## config.mk

```make
export PLATFORM = sky130hd
export DESIGN_NAME = pwc_capture_timer
export DESIGN_NICKNAME = d
export VERILOG_FILES = /design/src/pwc_pkg.sv /design/src/pwc_edge_sync.sv /design/src/pwc_capture_timer.sv
export SDC_FILE = /design/constraint.sdc
export NUM_CORES = 1
export LEC_CHECK = 0
export BUFFER_PORTS_ARGS = -buffer_cell sky130_fd_sc_hd__buf_4
export CAP_MARGIN = 0
export CORE_UTILIZATION = 35
export CTS_CLUSTER_DIAMETER = 100
export CTS_CLUSTER_SIZE = 20
export DETAILED_ROUTE_END_ITERATION = 16
export HOLD_SLACK_MARGIN = 0.15
export PLACE_DENSITY = 0.52
export SLEW_MARGIN = 20
export SYNTH_ARGS = -nofsm -noshare
export SYNTH_HDL_FRONTEND = slang
export SYNTH_SLANG_ARGS = --single-unit
```

## constraint.sdc

```tcl
create_clock -name sys_clk -period 7 [get_ports sys_clk]
set_input_delay 0.35 -clock sys_clk [delete_from_list [all_inputs] [get_ports sys_clk]]
set_output_delay 0.35 -clock sys_clk [all_outputs]
set_load 0.01 [all_outputs]
```

## src/pwc_pkg.sv

```systemverilog
// Constants and types shared by the pulse width capture timer channel
package pwc_pkg;

    // Bus geometry
    localparam int unsigned ADDR_W = 32;
    localparam int unsigned DATA_W = 32;
    localparam int unsigned SEL_W  = 4;

    // Register indices; the byte address on the bus is four times the index
    localparam logic [31:0] TIMER_CONTROL_IDX          = 32'hFFFF8260;
    localparam logic [31:0] CAPTURE_EDGE_CONTROL_IDX   = 32'hFFFF8262;
    localparam logic [31:0] TIMER_INTERRUPT_ENABLE_IDX = 32'hFFFF8264;
    localparam logic [31:0] TIMER_FLAG_REGISTER_IDX    = 32'hFFFF8265;
    localparam logic [31:0] CAPTURE_COUNTER_IDX        = 32'hFFFF8266;
    localparam logic [31:0] CAPTURE_VALUE_A_IDX        = 32'hFFFF8268;
    localparam logic [31:0] COUNTER_START_IDX          = 32'hFFFF8280;

    // Register widths and reset values
    localparam int unsigned REG8_W  = 8;
    localparam int unsigned CNT_W   = 16;
    localparam logic [7:0]  TIMER_CONTROL_RST  = 8'h00;
    localparam logic [7:0]  EDGE_CONTROL_RST   = 8'h00;
    localparam logic [7:0]  INT_ENABLE_RST     = 8'h00;
    localparam logic [15:0] CAPTURE_VALUE_RST  = 16'h0000;
    localparam logic [15:0] CAPTURE_COUNT_RST  = 16'h0000;

    // Timer control fields: clear source and clock prescale
    localparam int unsigned CLEAR_SRC_LSB = 5;
    localparam int unsigned CLEAR_SRC_W   = 3;
    localparam logic [2:0]  CLEAR_ON_CAPTURE_A = 3'h1;
    localparam int unsigned PRESCALE_LSB  = 0;
    localparam int unsigned PRESCALE_SEL_W = 3;

    // Prescale selection codes and divider depth
    localparam logic [2:0]  PRESCALE_DIV1  = 3'h0;
    localparam logic [2:0]  PRESCALE_DIV4  = 3'h1;
    localparam logic [2:0]  PRESCALE_DIV16 = 3'h2;
    localparam logic [2:0]  PRESCALE_DIV64 = 3'h3;
    localparam int unsigned PRESCALE_W     = 6;
    localparam logic [5:0]  DIV4_MASK      = 6'h03;
    localparam logic [5:0]  DIV16_MASK     = 6'h0F;
    localparam logic [5:0]  DIV64_MASK     = 6'h3F;

    // Edge control field for channel A
    localparam int unsigned EDGE_A_LSB     = 0;
    localparam int unsigned EDGE_A_W       = 4;
    localparam int unsigned EDGE_CAPTURE_BIT = 3;
    localparam logic [1:0]  EDGE_CODE_RISE = 2'h0;
    localparam logic [1:0]  EDGE_CODE_FALL = 2'h1;

    // Interrupt enable, flag and start bit positions
    localparam int unsigned IEN_A_BIT     = 0;
    localparam int unsigned FLAG_A_BIT    = 0;
    localparam int unsigned START_BIT     = 0;

    // Byte lanes
    localparam int unsigned LANE0 = 0;
    localparam int unsigned LANE1 = 1;

    // Capture edge modes
    typedef enum logic [1:0] {
        EDGE_OFF,
        EDGE_RISE,
        EDGE_FALL,
        EDGE_BOTH
    } pwc_edge_type;

endpackage : pwc_pkg

```

## src/pwc_edge_sync.sv

```systemverilog
// Pin synchroniser and edge detector for the capture input
`timescale 1ns/1ps
module pwc_edge_sync (
    input  wire logic sys_clk,
    input  wire logic rst,
    input  wire logic pin_in,
    output logic      level,
    output logic      rise,
    output logic      fall
);
    logic meta_q;
    logic sync_q;
    logic prev_q;
    logic meta_d;
    logic sync_d;
    logic prev_d;

    // Next values of the three stages
    always_comb begin
        meta_d = pin_in;
        sync_d = meta_q;
        prev_d = sync_q;
    end

    // Two flops guard against metastability; third holds the last level
    always_ff @(posedge sys_clk or posedge rst) begin
        if (rst) begin
            meta_q <= 1'b0;
            sync_q <= 1'b0;
            prev_q <= 1'b0;
        end else begin
            meta_q <= meta_d;
            sync_q <= sync_d;
            prev_q <= prev_d;
        end
    end

    // Edges seen only from the settled stages
    assign level = sync_q;
    assign rise  = sync_q & ~prev_q;
    assign fall  = ~sync_q & prev_q;

endmodule : pwc_edge_sync

```

## src/pwc_capture_timer.sv

```systemverilog
// Pulse width capture timer channel with a classic Wishbone register slave
//
// Notes on behaviour
// - Control value selects clock, clears on capture
// - Selected pin edge copies counter into capture
// - Enabled capture raises the channel A interrupt
// - Capture holds width since previous edge
`timescale 1ns/1ps
module pwc_capture_timer #(
    parameter int unsigned COUNT_W = pwc_pkg::CNT_W
) (
    input  wire logic                        sys_clk,
    input  wire logic                        rst,
    input  wire logic                        wb_cyc_i,
    input  wire logic                        wb_stb_i,
    input  wire logic                        wb_we_i,
    input  wire logic [pwc_pkg::ADDR_W-1:0]  wb_adr_i,
    input  wire logic [pwc_pkg::DATA_W-1:0]  wb_dat_i,
    input  wire logic [pwc_pkg::SEL_W-1:0]   wb_sel_i,
    output logic      [pwc_pkg::DATA_W-1:0]  wb_dat_o,
    output logic                             wb_ack_o,
    input  wire logic                        capture_input_pin,
    output logic                             capture_a_interrupt
);
    import pwc_pkg::*;

    // Register hit test, used for every decode below
    function automatic logic reg_hit(input logic [ADDR_W-1:0] adr,
                                     input logic [31:0]       idx);
        reg_hit = (adr[ADDR_W-1:2] == idx[ADDR_W-3:0]);
    endfunction : reg_hit

    // Clear source decode, shared by the counter and the prescaler
    function automatic logic clears_on_capture(input logic [REG8_W-1:0] ctl);
        clears_on_capture = (ctl[CLEAR_SRC_LSB +: CLEAR_SRC_W] == CLEAR_ON_CAPTURE_A);
    endfunction : clears_on_capture

    // Merge a 16-bit register with the enabled byte lanes of a write
    function automatic logic [15:0] merge16(input logic [15:0]       old,
                                            input logic [DATA_W-1:0] dat,
                                            input logic [SEL_W-1:0]  sel);
        merge16 = old;
        if (sel[LANE0]) begin
            merge16[7:0] = dat[7:0];
        end
        if (sel[LANE1]) begin
            merge16[15:8] = dat[15:8];
        end
    endfunction : merge16

    // Decode the edge control field into a capture mode
    function automatic pwc_edge_type edge_mode(input logic [REG8_W-1:0] ctl);
        logic [EDGE_A_W-1:0] f;
        f = ctl[EDGE_A_LSB +: EDGE_A_W];
        if (!f[EDGE_CAPTURE_BIT]) begin
            edge_mode = EDGE_OFF;
        end else if (f[1:0] == EDGE_CODE_RISE) begin
            edge_mode = EDGE_RISE;
        end else if (f[1:0] == EDGE_CODE_FALL) begin
            edge_mode = EDGE_FALL;
        end else begin
            edge_mode = EDGE_BOTH;
        end
    endfunction : edge_mode

    // Bus state
    logic                 ack_q;
    logic                 ack_d;
    logic [DATA_W-1:0]    dat_q;
    logic [DATA_W-1:0]    dat_d;

    // Software registers
    logic [REG8_W-1:0]    timer_control_q;
    logic [REG8_W-1:0]    timer_control_d;
    logic [REG8_W-1:0]    capture_edge_control_q;
    logic [REG8_W-1:0]    capture_edge_control_d;
    logic [REG8_W-1:0]    timer_interrupt_enable_q;
    logic [REG8_W-1:0]    timer_interrupt_enable_d;
    logic                 counter_start_bit_q;
    logic                 counter_start_bit_d;

    // Timer state
    logic [COUNT_W-1:0]   capture_counter_q;
    logic [COUNT_W-1:0]   capture_counter_d;
    logic [COUNT_W-1:0]   capture_value_a_q;
    logic [COUNT_W-1:0]   capture_value_a_d;
    logic [PRESCALE_W-1:0] prescale_q;
    logic [PRESCALE_W-1:0] prescale_d;
    logic                 capture_a_flag_q;
    logic                 capture_a_flag_d;
    logic                 irq_q;
    logic                 irq_d;

    // Strobes and decoded controls
    logic                 commit_wr;
    logic                 wr_counter;
    logic                 wr_value_a;
    logic                 wr_flag_clear;
    logic                 capture_clear;
    logic                 pin_rise;
    logic                 pin_fall;
    logic                 capture_evt;
    logic                 count_tick;
    pwc_edge_type         mode;

    // Input pin passes two flops before any edge logic sees it
    pwc_edge_sync u_edge_sync (
        .sys_clk (sys_clk),
        .rst     (rst),
        .pin_in  (capture_input_pin),
        .level   (),
        .rise    (pin_rise),
        .fall    (pin_fall)
    );

    // Write lands only on the edge where the master sees ack high
    assign commit_wr = wb_cyc_i & wb_stb_i & wb_we_i & ack_q;

    // Write strobes for registers that hardware also moves
    assign wr_counter    = commit_wr & reg_hit(wb_adr_i, CAPTURE_COUNTER_IDX);
    assign wr_value_a    = commit_wr & reg_hit(wb_adr_i, CAPTURE_VALUE_A_IDX);
    assign wr_flag_clear = commit_wr & wb_sel_i[LANE0] & ~wb_dat_i[FLAG_A_BIT]
                         & reg_hit(wb_adr_i, TIMER_FLAG_REGISTER_IDX);

    // Bus answer: ack one edge after the request, dropped right after
    always_comb begin
        ack_d = wb_cyc_i & wb_stb_i & ~ack_q;
        dat_d = '0;
        if (reg_hit(wb_adr_i, TIMER_CONTROL_IDX)) begin
            dat_d[REG8_W-1:0] = timer_control_q;
        end else if (reg_hit(wb_adr_i, CAPTURE_EDGE_CONTROL_IDX)) begin
            dat_d[REG8_W-1:0] = capture_edge_control_q;
        end else if (reg_hit(wb_adr_i, TIMER_INTERRUPT_ENABLE_IDX)) begin
            dat_d[REG8_W-1:0] = timer_interrupt_enable_q;
        end else if (reg_hit(wb_adr_i, TIMER_FLAG_REGISTER_IDX)) begin
            dat_d[FLAG_A_BIT] = capture_a_flag_q;
        end else if (reg_hit(wb_adr_i, CAPTURE_COUNTER_IDX)) begin
            dat_d[COUNT_W-1:0] = capture_counter_q;
        end else if (reg_hit(wb_adr_i, CAPTURE_VALUE_A_IDX)) begin
            dat_d[COUNT_W-1:0] = capture_value_a_q;
        end else if (reg_hit(wb_adr_i, COUNTER_START_IDX)) begin
            dat_d[START_BIT] = counter_start_bit_q;
        end else begin
            dat_d = '0;     // Unmapped reads answer zero
        end
    end

    // Bus flops
    always_ff @(posedge sys_clk or posedge rst) begin
        if (rst) begin
            ack_q <= 1'b0;
            dat_q <= '0;
        end else begin
            ack_q <= ack_d;
            dat_q <= dat_d;
        end
    end

    assign wb_ack_o = ack_q;
    assign wb_dat_o = dat_q;

    // Plain control registers; byte lane zero carries the 8-bit ones
    always_comb begin
        timer_control_d          = timer_control_q;
        capture_edge_control_d   = capture_edge_control_q;
        timer_interrupt_enable_d = timer_interrupt_enable_q;
        counter_start_bit_d      = counter_start_bit_q;
        if (commit_wr && wb_sel_i[LANE0]) begin
            if (reg_hit(wb_adr_i, TIMER_CONTROL_IDX)) begin
                timer_control_d = wb_dat_i[REG8_W-1:0];
            end else if (reg_hit(wb_adr_i, CAPTURE_EDGE_CONTROL_IDX)) begin
                capture_edge_control_d = wb_dat_i[REG8_W-1:0];
            end else if (reg_hit(wb_adr_i, TIMER_INTERRUPT_ENABLE_IDX)) begin
                timer_interrupt_enable_d = wb_dat_i[REG8_W-1:0];
            end else if (reg_hit(wb_adr_i, COUNTER_START_IDX)) begin
                counter_start_bit_d = wb_dat_i[START_BIT];
            end
        end
    end

    // Control register flops
    always_ff @(posedge sys_clk or posedge rst) begin
        if (rst) begin
            timer_control_q          <= TIMER_CONTROL_RST;
            capture_edge_control_q   <= EDGE_CONTROL_RST;
            timer_interrupt_enable_q <= INT_ENABLE_RST;
            counter_start_bit_q      <= 1'b0;
        end else begin
            timer_control_q          <= timer_control_d;
            capture_edge_control_q   <= capture_edge_control_d;
            timer_interrupt_enable_q <= timer_interrupt_enable_d;
            counter_start_bit_q      <= counter_start_bit_d;
        end
    end

    // Edge selection picks which pin transitions capture
    always_comb begin
        mode = edge_mode(capture_edge_control_q);
        case (mode)
            EDGE_RISE: capture_evt = pin_rise;
            EDGE_FALL: capture_evt = pin_fall;
            EDGE_BOTH: capture_evt = pin_rise | pin_fall;
            default:   capture_evt = 1'b0;
        endcase
    end

    // Counter clear strobe; capture and clear land on one edge
    assign capture_clear = capture_evt & clears_on_capture(timer_control_q);

    // Prescaler; divided rates tick when the low bits wrap, restart on a clear
    always_comb begin
        if (capture_clear) begin
            prescale_d = '0;
        end else if (counter_start_bit_q) begin
            prescale_d = prescale_q + 1'b1;
        end else begin
            prescale_d = prescale_q;
        end
        case (timer_control_q[PRESCALE_LSB +: PRESCALE_SEL_W])
            PRESCALE_DIV1:  count_tick = 1'b1;
            PRESCALE_DIV4:  count_tick = (prescale_q & DIV4_MASK) == DIV4_MASK;
            PRESCALE_DIV16: count_tick = (prescale_q & DIV16_MASK) == DIV16_MASK;
            PRESCALE_DIV64: count_tick = (prescale_q & DIV64_MASK) == DIV64_MASK;
            default:        count_tick = 1'b1;
        endcase
        count_tick = count_tick & counter_start_bit_q;
    end

    // Counter and capture; the capture clear beats a software write
    always_comb begin
        capture_counter_d = capture_counter_q;
        capture_value_a_d = capture_value_a_q;
        if (wr_counter) begin
            capture_counter_d = COUNT_W'(merge16(capture_counter_q, wb_dat_i, wb_sel_i));
        end else if (count_tick) begin
            capture_counter_d = capture_counter_q + 1'b1;
        end
        if (wr_value_a) begin
            capture_value_a_d = COUNT_W'(merge16(capture_value_a_q, wb_dat_i, wb_sel_i));
        end
        if (capture_evt) begin
            capture_value_a_d = capture_counter_q;
        end
        if (capture_clear) begin
            capture_counter_d = '0;
        end
    end

    // Counter and capture flops
    always_ff @(posedge sys_clk or posedge rst) begin
        if (rst) begin
            capture_counter_q <= CAPTURE_COUNT_RST;
            capture_value_a_q <= CAPTURE_VALUE_RST;
        end else begin
            capture_counter_q <= capture_counter_d;
            capture_value_a_q <= capture_value_a_d;
        end
    end

    // Prescaler flop; cleared with the counter so divided widths stay aligned
    always_ff @(posedge sys_clk or posedge rst) begin
        if (rst) begin
            prescale_q <= '0;
        end else begin
            prescale_q <= prescale_d;
        end
    end

    // Flag: writing zero clears it, a capture in the same cycle wins
    always_comb begin
        capture_a_flag_d = capture_a_flag_q;
        if (wr_flag_clear) begin
            capture_a_flag_d = 1'b0;
        end
        if (capture_evt) begin
            capture_a_flag_d = 1'b1;
        end
    end

    // Request next value; uses next flag and enable so it never lags the flag
    always_comb begin
        irq_d = capture_a_flag_d & timer_interrupt_enable_d[IEN_A_BIT];
    end

    // Request follows the flag in the same cycle, from a flop
    always_ff @(posedge sys_clk or posedge rst) begin
        if (rst) begin
            capture_a_flag_q <= 1'b0;
            irq_q            <= 1'b0;
        end else begin
            capture_a_flag_q <= capture_a_flag_d;
            irq_q            <= irq_d;
        end
    end

    assign capture_a_interrupt = irq_q;

endmodule : pwc_capture_timer

```

* After elaboration in Yosys (flattened, before gate mapping)
Cells that the tools add are included. W data, S select, Z words.
Word-level totals: flip-flop bits (word level) 101, input bits 74, output and inout port bits 34, logic and storage cells 107
Cells by class: add/sub/neg operators 2, eq/ne operators 20, muxes and demuxes 31, bitwise operators 22, reduce and logical (&&, ||, !) cells 15
Operators by type and width (number):
- $eq A30 B30 Y1 const B | 7
- $mux W16 | 7
- $mux W8 | 7
- $mux W24 | 1
- $add A16 B1 Y16 const B | 1
- $mux W15 | 1
- $and A1 B1 Y1 | 14
- $mux W6 | 2
- $reduce_and A2 Y1 | 5
- $mux W1 | 9
- $reduce_bool A2 Y1 | 4
- $not A1 Y1 | 7
- $add A6 B1 Y6 const B | 1
- $eq A2 B2 Y1 const B | 3
- $eq A3 B1 Y1 const B | 2
- $eq A3 B2 Y1 const B | 2
- $eq A6 B6 Y1 const B | 1
- $ne A3 B2 Y1 const B | 2
- $pmux W1 S3 | 2
- $reduce_and A5 Y1 | 1
- $eq A2 B1 Y1 const B | 2
- $eq A4 B4 Y1 const B | 1
- $mux W2 | 2
- $reduce_and A4 Y1 | 1
- 5 further kinds | 5

* Longest topological paths before layout
Gate-level depths: netlist of the first run.
depth in word-level cells 9, depth in mapped cells 9, depth with buffers taken out 8

* Modules after synthesis
From an unflattened synthesis of the first run, not the netlist that was laid out.
Unflattened totals: cell total of the unflattened synthesis 478, area total of the unflattened synthesis 4720.8 um^2
By module, submodules not included:
- pwc_capture_timer | times used 1, cells each 472, area an instance 4626.9 um^2, sequential area each 2052.0 um^2
- pwc_edge_sync | times used 1, cells each 6, area an instance 93.8 um^2, sequential area each 75.1 um^2

* Least setup slack after synthesis of the first run
No wires, ideal clock.
kind input to register, start in wb_adr_i[12] (netlist bit), end reg capture_counter_q[0], library setup time 0.078 ns, data arrival time 2.535 ns, required time 6.922 ns, slack 4.387 ns, stages on the path 6, path buffers 0, cells stage by stage or4_4 -> or4_4 -> or4b_4 -> nand2_1 -> mux2_1 -> a21oi_1
On the way: cells in the longest elaborated chain, start to end 4, elaborated cells on any way between the ends 7, classes of those cells 2 x eq/ne; 2 x mux; 1 x bitwise; 2 x reduce/logical
Ends and longest elaborated chain:
- start: declaration | line pwc_capture_timer.sv:17 | input wire logic [pwc_pkg::ADDR_W-1:0] wb_adr_i,
- $eq A30 B30 Y1 (*) | line pwc_capture_timer.sv:30 | reg_hit = (adr[ADDR_W-1:2] == idx[ADDR_W-3:0]);
- $and A1 B1 Y1 (*) | line pwc_capture_timer.sv:120 | assign wr_counter = commit_wr & reg_hit(wb_adr_i, CAPTURE_COUNTER_IDX);
- $ne A3 B2 Y1 (no line) (tied with other cells)
- $reduce_and A2 Y1 (no line) / $mux W16 (equally long branches)
- end signal: assignment | line pwc_capture_timer.sv:255 | capture_counter_q <= capture_counter_d;
- end: declaration | line pwc_capture_timer.sv:83 | logic [COUNT_W-1:0] capture_counter_q;
Mark *: on every way between the ends. The rest lies on a longest branch, timed or not. A chain may end at the register's enable or synchronous reset.

* Worst setup path after layout of the first run
start in wb_adr_i[6] (netlist bit), end reg irq_q (netlist: capture_a_interrupt)
On the way: cells in the longest elaborated chain, start to end 6, elaborated cells on any way between the ends 12, classes of those cells 4 x eq/ne; 6 x mux; 2 x bitwise
Ends and longest elaborated chain:
- $eq A30 B30 Y1 | line pwc_capture_timer.sv:30
- $mux W1 | line pwc_capture_timer.sv:173 | end else if (reg_hit(wb_adr_i, TIMER_INTERRUPT_ENABLE_IDX)) begin
- $mux W1 | line pwc_capture_timer.sv:171 | end else if (reg_hit(wb_adr_i, CAPTURE_EDGE_CONTROL_IDX)) begin
- $mux W1 (*) | line pwc_capture_timer.sv:169 | if (reg_hit(wb_adr_i, TIMER_CONTROL_IDX)) begin
- $mux W1 (*) | line pwc_capture_timer.sv:168 | if (commit_wr && wb_sel_i[LANE0]) begin
- named net timer_interrupt_enable_d[0] | line pwc_capture_timer.sv:78 | logic [REG8_W-1:0] timer_interrupt_enable_d;
- $and A1 B1 Y1 (*) | line pwc_capture_timer.sv:282 | irq_d = capture_a_flag_d & timer_interrupt_enable_d[IEN_A_BIT];
- named net irq_d | line pwc_capture_timer.sv:92 | logic irq_d;
- end signal: assignment | line pwc_capture_timer.sv:292 | irq_q <= irq_d;
- end: declaration | line pwc_capture_timer.sv:91 | logic irq_q;
The timed path passes the listed nets; every way through them passes the cells marked *.

==> results of run 1 <==
[sequential cells by signal (all words and copies together), names as in the netlist, 6 cells and up]
register,cells
capture_counter_q,16
capture_value_a_q,16
timer_control_q,8
prescale_q,6
wb_dat_o,16
timer_interrupt_enable_q,8
capture_edge_control_q,8
[how the worst min path moves through the flow]
stage                     depth (start not counted)                               end
after floorplan                                   0       u_edge_sync.level$_DFF_PP0_
after detailed placement                          0       u_edge_sync.level$_DFF_PP0_
final                                             3                wb_ack_o$_DFF_PP0_
after global routing                              2  capture_counter_q[9]$_DFFE_PP0P_
after global placement                            0       u_edge_sync.level$_DFF_PP0_
after CTS                                         3                wb_ack_o$_DFF_PP0_
[layout make-up]
type	instances	area [um2]
Clock buffer	10	229
Clock inverter	6	63.8
Fill cell	1175	6720
Inverter	8	31.3
Multi-Input combinational cell	306	2130
Sequential cell	85	2130
Tap cell	168	210
Timing Repair Buffer	80	606
[critical path, cell delays in order]
cell	delay, ns
buf_4	0.11
or2_2	0.35
or3_1	0.44
nor3_2	0.80
nand2_4	0.28
mux2_4	0.37
and2_1	0.15
[synthesized netlist by cell type, types with 2 or more instances]
cell type  number
a21boi_1        2
a21o_1          2
a21oi_1        18
a221o_1         4
a222oi_1        7
a22o_1          7
a22oi_1         7
a31oi_1         5
a32o_1          3
and3_1          9
buf_2           3
buf_4          16
clkbuf_1       10
dfrtp_1        85
ha_1            4
inv_1           8
mux2_2         25
mux2i_1        17
nand2_1        44
nand2_2         2
nand2b_1        5
nand3_1        12
nand3_2         2
nand4_1         9
nand4b_1        2
nor2_1         19
nor3_1          6
nor4_1          6
o211a_1         2
o211ai_1        5
o21ai_0        22
o21ai_1         2
o2bb2ai_1       2
o31ai_1         2
or2_2           2
or3_1           6
or4_4           2
or4b_2          2
xnor2_1         2
xor2_1          3
[power breakdown]
part           switching [W]  leakage [nW]  internal (W)
Clock               0.000195         0.138      0.000276
Combinational      0.0000307          1.28     0.0000256
Sequential       0.000000681          1.18      0.000492
[through the flow]
step	worst slack (ns)	util (%)	power [W]	instance area (um2)	hold slack [ns]
finish	4.36	44.6	0.00102	5400	0.248
global route	4.26	44.6	0.00106	5400	0.253
CTS	4.22	44.5	0.00103	5390	0.237
detailed placement	4.10	41.9	0.000559	5080	0.336
global placement	4.05	41.9	0.000558	5080	0.333
floorplan	4.39	-	0.000529	4440	0.331
[routing by layer]
layer  vias up  part of all wire (%)  GRT usage [%]
met3        15                   6.2           4.94
li1       1667                     -              -
met1      1745                    45           24.8
met5         -                     0              0
met2       109                    47           30.9
met4         0                   1.8           6.49
[logic make-up (layout without fill, tap and decap cells)]
kind of cell / count (synthesis) / after routing / share of synthesized area [%]
and+or+nand+nor: 140 / 140 / 18.0
AOI/OAI and AO/OA: 97 / 97 / 15.6
DFF: 85 / 85 / 48.5
muxes: 44 / 44 / 10.9
buffers and inverters: 38 / 104 / 4.71
xor gates and xnor gates: 5 / 5 / 1.00
adders and majority gates: 4 / 4 / 1.14
other: 1 / 16 / 0.0856
[repair_timing]
item,in CTS,in global routing
hold buffers,2,0
endpoints found under the setup margin,0,0
gates resized for setup,0,0
endpoints found under the hold margin,37,0
==> flow_summary.yaml, run 1 <==
run_status:
  outcome: "finished clean"
sta:
  rsz0062_at_grt: "no"
  fmax_mhz: 379
  worst-slew-pin-transition_ns: 1.01
  hold_viol: 0
  setup_viol: 0
  drv_slew: 0
  fin_crit_sh_pct: 37.6
  relSlewSlack_pct: 32.3
  setup-tns-final_ns: 0
  clock_skew_ns: 0.00716
  period_minus_slack_ns: 2.64
clock_tree:
  max-clock-path-buffers: 2
  cts_root_buf: "clkbuf_16"
  htreeDepth: 3
  clk_pin_slew_ns: 0.06
  clock-sinks: 85
  clkLatencyLatePin_ns: 0.34
  cts_setup_buffers: 0
  cts_tree: "done"
  numCtsBuffers: 9
synth:
  yosys_warnings: 0
  postSynthAreaPerCell_um2: 10.6
  ys_seq_area_share_pct: 48.5
  synthFlopType: "dfrtp_1"
  synthCells: 414
  syn_area_mm2: 0.00438
  synthTopCellsByArea: "dfrtp_1 (49%), mux2_2 (6.4%), mux2i_1 (3.9%), nand2_1 (3.8%), buf_4 (2.7%)"
  synth_edf_count: 0
  netlist-cell-type-count: 63
  synth_largest_area_cell: "dfrtp_1"
  synthArstFlopShare_pct: 100
  yosys_register_bits: 85
  yosysTopAreaCellShare_pct: 48.5
cells_and_area:
  fin_cells: 663
  layout.cells.most_common_list: "dfrtp_1 (85), buf_4 (78), nand2_1 (44), mux2_2 (25), o21ai_0 (22)"
  drive_gt1_share_pct: 28.9
  mostFrequentLayoutCell: "dfrtp_1"
  num_antenna_cells: 0
  synthToLayoutAreaGrowth_pct: 23.2
  nets: 568
critical_path:
  r2r_slack_ns: 4.39
  worstSetupEndpoint: "capture_a_interrupt$_DFF_PP0_"
  r2r-end: "capture_counter_q[15]$_DFFE_PP0P_"
  crit_fanout: 8
  crit_type: "input pin to flip-flop"
  worstPathRequired_ns: 7.23
  critPathLaunchType: "input pin"
  crit_start: "wb_adr_i[6]"
  crit_path_end_kind: "flip-flop"
  rr_worst_depth: 8
  cp_data_arrival_time_ns: 2.87
  worstReg2RegStart: "u_edge_sync.prev_q$_DFF_PP0_"
placed_design:
  port_buffers: 71
  place_congestion: 0.791
  place_inst: 645
  hpwl_mm: 7.96
die:
  die_w_um: 114
  core_area_mm2: 0.0121
  fp.dieArea_mm2: 0.0130
  placementRows: 40
  start_util_pct: 36.2
  num_io_pins: 108
  die_y_um: 114
global_routing:
  grt_pass1_vias: 3576
  grt.total_usage_pct: 19.1
  grt_max_degree: 50
  antenna_found_initial: 0
  grt_pass1_wl_mm: 18.8
  grt.overflow.total: 0
drt:
  drc_errors: 0
  drtPass1Iterations: 6
  viasPerCell: 5.33
  num_vias: 3536
  drt_wl_total_mm: 11.6
  wire_per_inst_um: 17.4
  ant_nets: 0
  drt-initial-drc-count: 167
power:
  p_leak_nw: 2.59
  power.density_mw_per_mm2: 189
  irDropWorstVdd_v: 0.000127
worst_hold_path:
  worstHoldStart: "wb_stb_i"
  hold_path.class: "input pin to flip-flop"
run:
  maxCapViolCount: 0
Power figures use the tool's default switching activity.
==> run 2, diff against run 1 <==
ABC_AREA = 1   (was unset)
PLACE_DENSITY = 0.51   (was 0.52)
clock period = 2.7 ns   (was 7 ns; I/O delays follow)
==> run 2 against run 1 <==
Compared with the run above: critical path depth fell by 1; first-iteration DRC count is 80% higher; via count up 31%; cell count rose by 44%; sequential power grew to 2.6 times the previous value; synthesized cell count grew 67%; clock skew grew 0.0020 ns; combinational power grew to 3.3 times the previous value; total power grew to 2.9 times the previous value; largest power group is now clock.
==> flow_summary.yaml, run 2 <==
critical_path:
  crit_chain: "dlygate4sd3_1, buf_4, nand4_1, nor2_1, nand4_2, o21ai_0"
  critPathLaunchType: "input pin"
  crit_path_end_kind: "flip-flop"
  cp_data_arrival_time_ns: 2.23
  crit_start: "wb_stb_i"
  worstPathRequired_ns: 2.93
  cpPeakStageDelay_ns: 0.53
  crit_fanout: 16
  critPathSlowestCell: "dlygate4sd3_1"
  worstReg2RegStart: "u_edge_sync.prev_q$_DFF_PP0_"
  crit_type: "input pin to flip-flop"
cells_and_area:
  mostFrequentLayoutCell: "nand2_1"
  nets: 848
  num_antenna_cells: 0
  layout.cells.most_common_list: "nand2_1 (210), inv_1 (87), dfrtp_1 (85), buf_4 (75), o21ai_0 (56)"
  fin_cells: 955
  drive_gt1_share_pct: 16.6
  synthToLayoutAreaGrowth_pct: 21.8
  stdcell_area_mm2: 0.00626
drt:
  drtPass1Iterations: 5
  drt-initial-drc-count: 300
  viasPerCell: 4.85
  ant_nets: 0
  wire_per_inst_um: 14.4
  drc_errors: 0
  num_vias: 4634
  drt_wl_total_mm: 13.8
run:
  maxCapViolCount: 0
synth:
  synth_largest_area_cell: "dfrtp_1"
  syn_area_mm2: 0.00514
  ys_seq_area_share_pct: 41.4
  synth_commonest_cells: "nand2_1 (210), inv_1 (88), dfrtp_1 (85)"
  postSynthAreaPerCell_um2: 7.45
  synthTopCellsByArea: "dfrtp_1 (41%), nand2_1 (15%), inv_1 (6.4%), o21ai_0 (5.5%), nand4_1 (4.1%)"
  yosys_register_bits: 85
  synth.most_common_cell: "nand2_1"
  synthCells: 690
  synthFlopType: "dfrtp_1"
  synthArstFlopShare_pct: 100
  synth_edf_count: 0
  yosys_warnings: 0
  yosysTopAreaCellShare_pct: 41.4
  netlist-cell-type-count: 40
global_routing:
  grt_max_degree: 48
  grt.overflow.total: 0
  grt_pass1_vias: 4274
  antenna_found_initial: 0
  grt.total_usage_pct: 19.3
  grt_pass1_wl_mm: 22.3
placed_design:
  place_area_mm2: 0.00576
  place_congestion: 0.840
  place_inst: 924
  port_buffers: 71
  hpwl_mm: 10.1
clock_tree:
  clk_pin_slew_ns: 0.06
  cts_root_buf: "clkbuf_16"
  numCtsBuffers: 9
  clock-sinks: 85
  max-clock-path-buffers: 2
  clkLatencyLatePin_ns: 0.34
  htreeDepth: 3
  cts_tree: "done"
die:
  die_y_um: 123
  die_w_um: 123
  fp.dieArea_mm2: 0.0152
  start_util_pct: 36.5
  placementRows: 43
  core_area_mm2: 0.0141
  num_io_pins: 108
sta:
  hold_viol: 0
  relSlewSlack_pct: 53.0
  holdWs_ns: 0.167
  fmax_mhz: 500
  setup_viol: 0
  clock_skew_ns: 0.00919
  setup-tns-final_ns: 0
  rsz0062_at_grt: "no"
  fin_crit_sh_pct: 74.1
  period_minus_slack_ns: 2.00
  worst-slew-pin-transition_ns: 0.704
  drv_slew: 0
power:
  power.total_w: 0.00292
  power.density_mw_per_mm2: 467
  p_leak_nw: 3.20
  irDropWorstVdd_v: 0.000286
worst_hold_path:
  worstHoldStart: "wb_dat_i[12]"
  hold_path.class: "input pin to flip-flop"
run_status:
  outcome: "finished clean"
[run 2: cells by family (layout without fill, tap and decap cells)]
group           count (synthesis)  count (layout)  share of synthesized area, %
simple gates                  356             356                          32.5
xor+xnor                       13              13                          2.22
other cells                     1              16                        0.0730
fa+ha+maj                       4               4                         0.974
buf+inv                       128             198                          11.4
compound gates                103             103                          11.4
flops                          85              85                          41.4
[run 2: path summary, 6_finish.rpt]
check                                                          end  slack (ns)  cells after the start
max                          capture_edge_control_q[5]$_DFFE_PP0P_        0.70                      6
min                              capture_value_a_q[12]$_DFFE_PP0P_        0.17                      5
max reg2reg                              prescale_q[2]$_DFFE_PP0P_        0.71                     10
min reg2reg                            u_edge_sync.level$_DFF_PP0_        0.35                      0
max in group asynchronous                prescale_q[5]$_DFFE_PP0P_        1.56                      4
min in group asynchronous  timer_interrupt_enable_q[5]$_DFFE_PP0P_        0.45                      3
[run 2: worst max-delay path: cells and delay by family]
kind	cells	cell delay, ns
AOI/OAI and AO/OA	1	0.34
and+or+nand+nor	3	1.11
buffers and inverters	2	0.64
[run 2: timing repair]
| action | 4_1_cts | 5_1_grt |
|---|---|---|
| hold endpoints to repair | 58 | 0 |
| hold buffers | 15 | 0 |
| gates resized for setup | 0 | 0 |
| buffers inserted | 0 | 0 |
[run 2: layout make-up]
class	instances	area, um2
Fill cell	1477	7840
Multi-Input combinational cell	492	2480
Sequential cell	85	2130
Timing Repair Buffer	91	733
Inverter	91	343
Clock buffer	11	243
Tap cell	180	225
Clock inverter	5	108
[run 2: routing by layer]
| metal | vias to the layer above | track usage [%] | share of wire, % |
|---|---|---|---|
| li1 | 2336 | - | - |
| met1 | 2185 | 27.7 | 49 |
| met2 | 99 | 30.0 | 46 |
| met3 | 14 | 2.81 | 3.2 |
| met4 | 0 | 5.87 | 1.2 |
| met5 | - | 0 | 0 |
[run 2: stage by stage]
step,worst slack [ns],util [%]
floorplan,0.372,-
global placement,0.658,40.9
detailed placement,0.645,40.9
CTS,0.672,44.4
global route,0.519,44.4
finish,0.700,44.4
[run 2: power breakdown]
group          total [W]  internal (W)  switching (W)
sequential       0.00128       0.00128     0.00000168
clock            0.00146      0.000934       0.000525
combinational   0.000184     0.0000822       0.000101
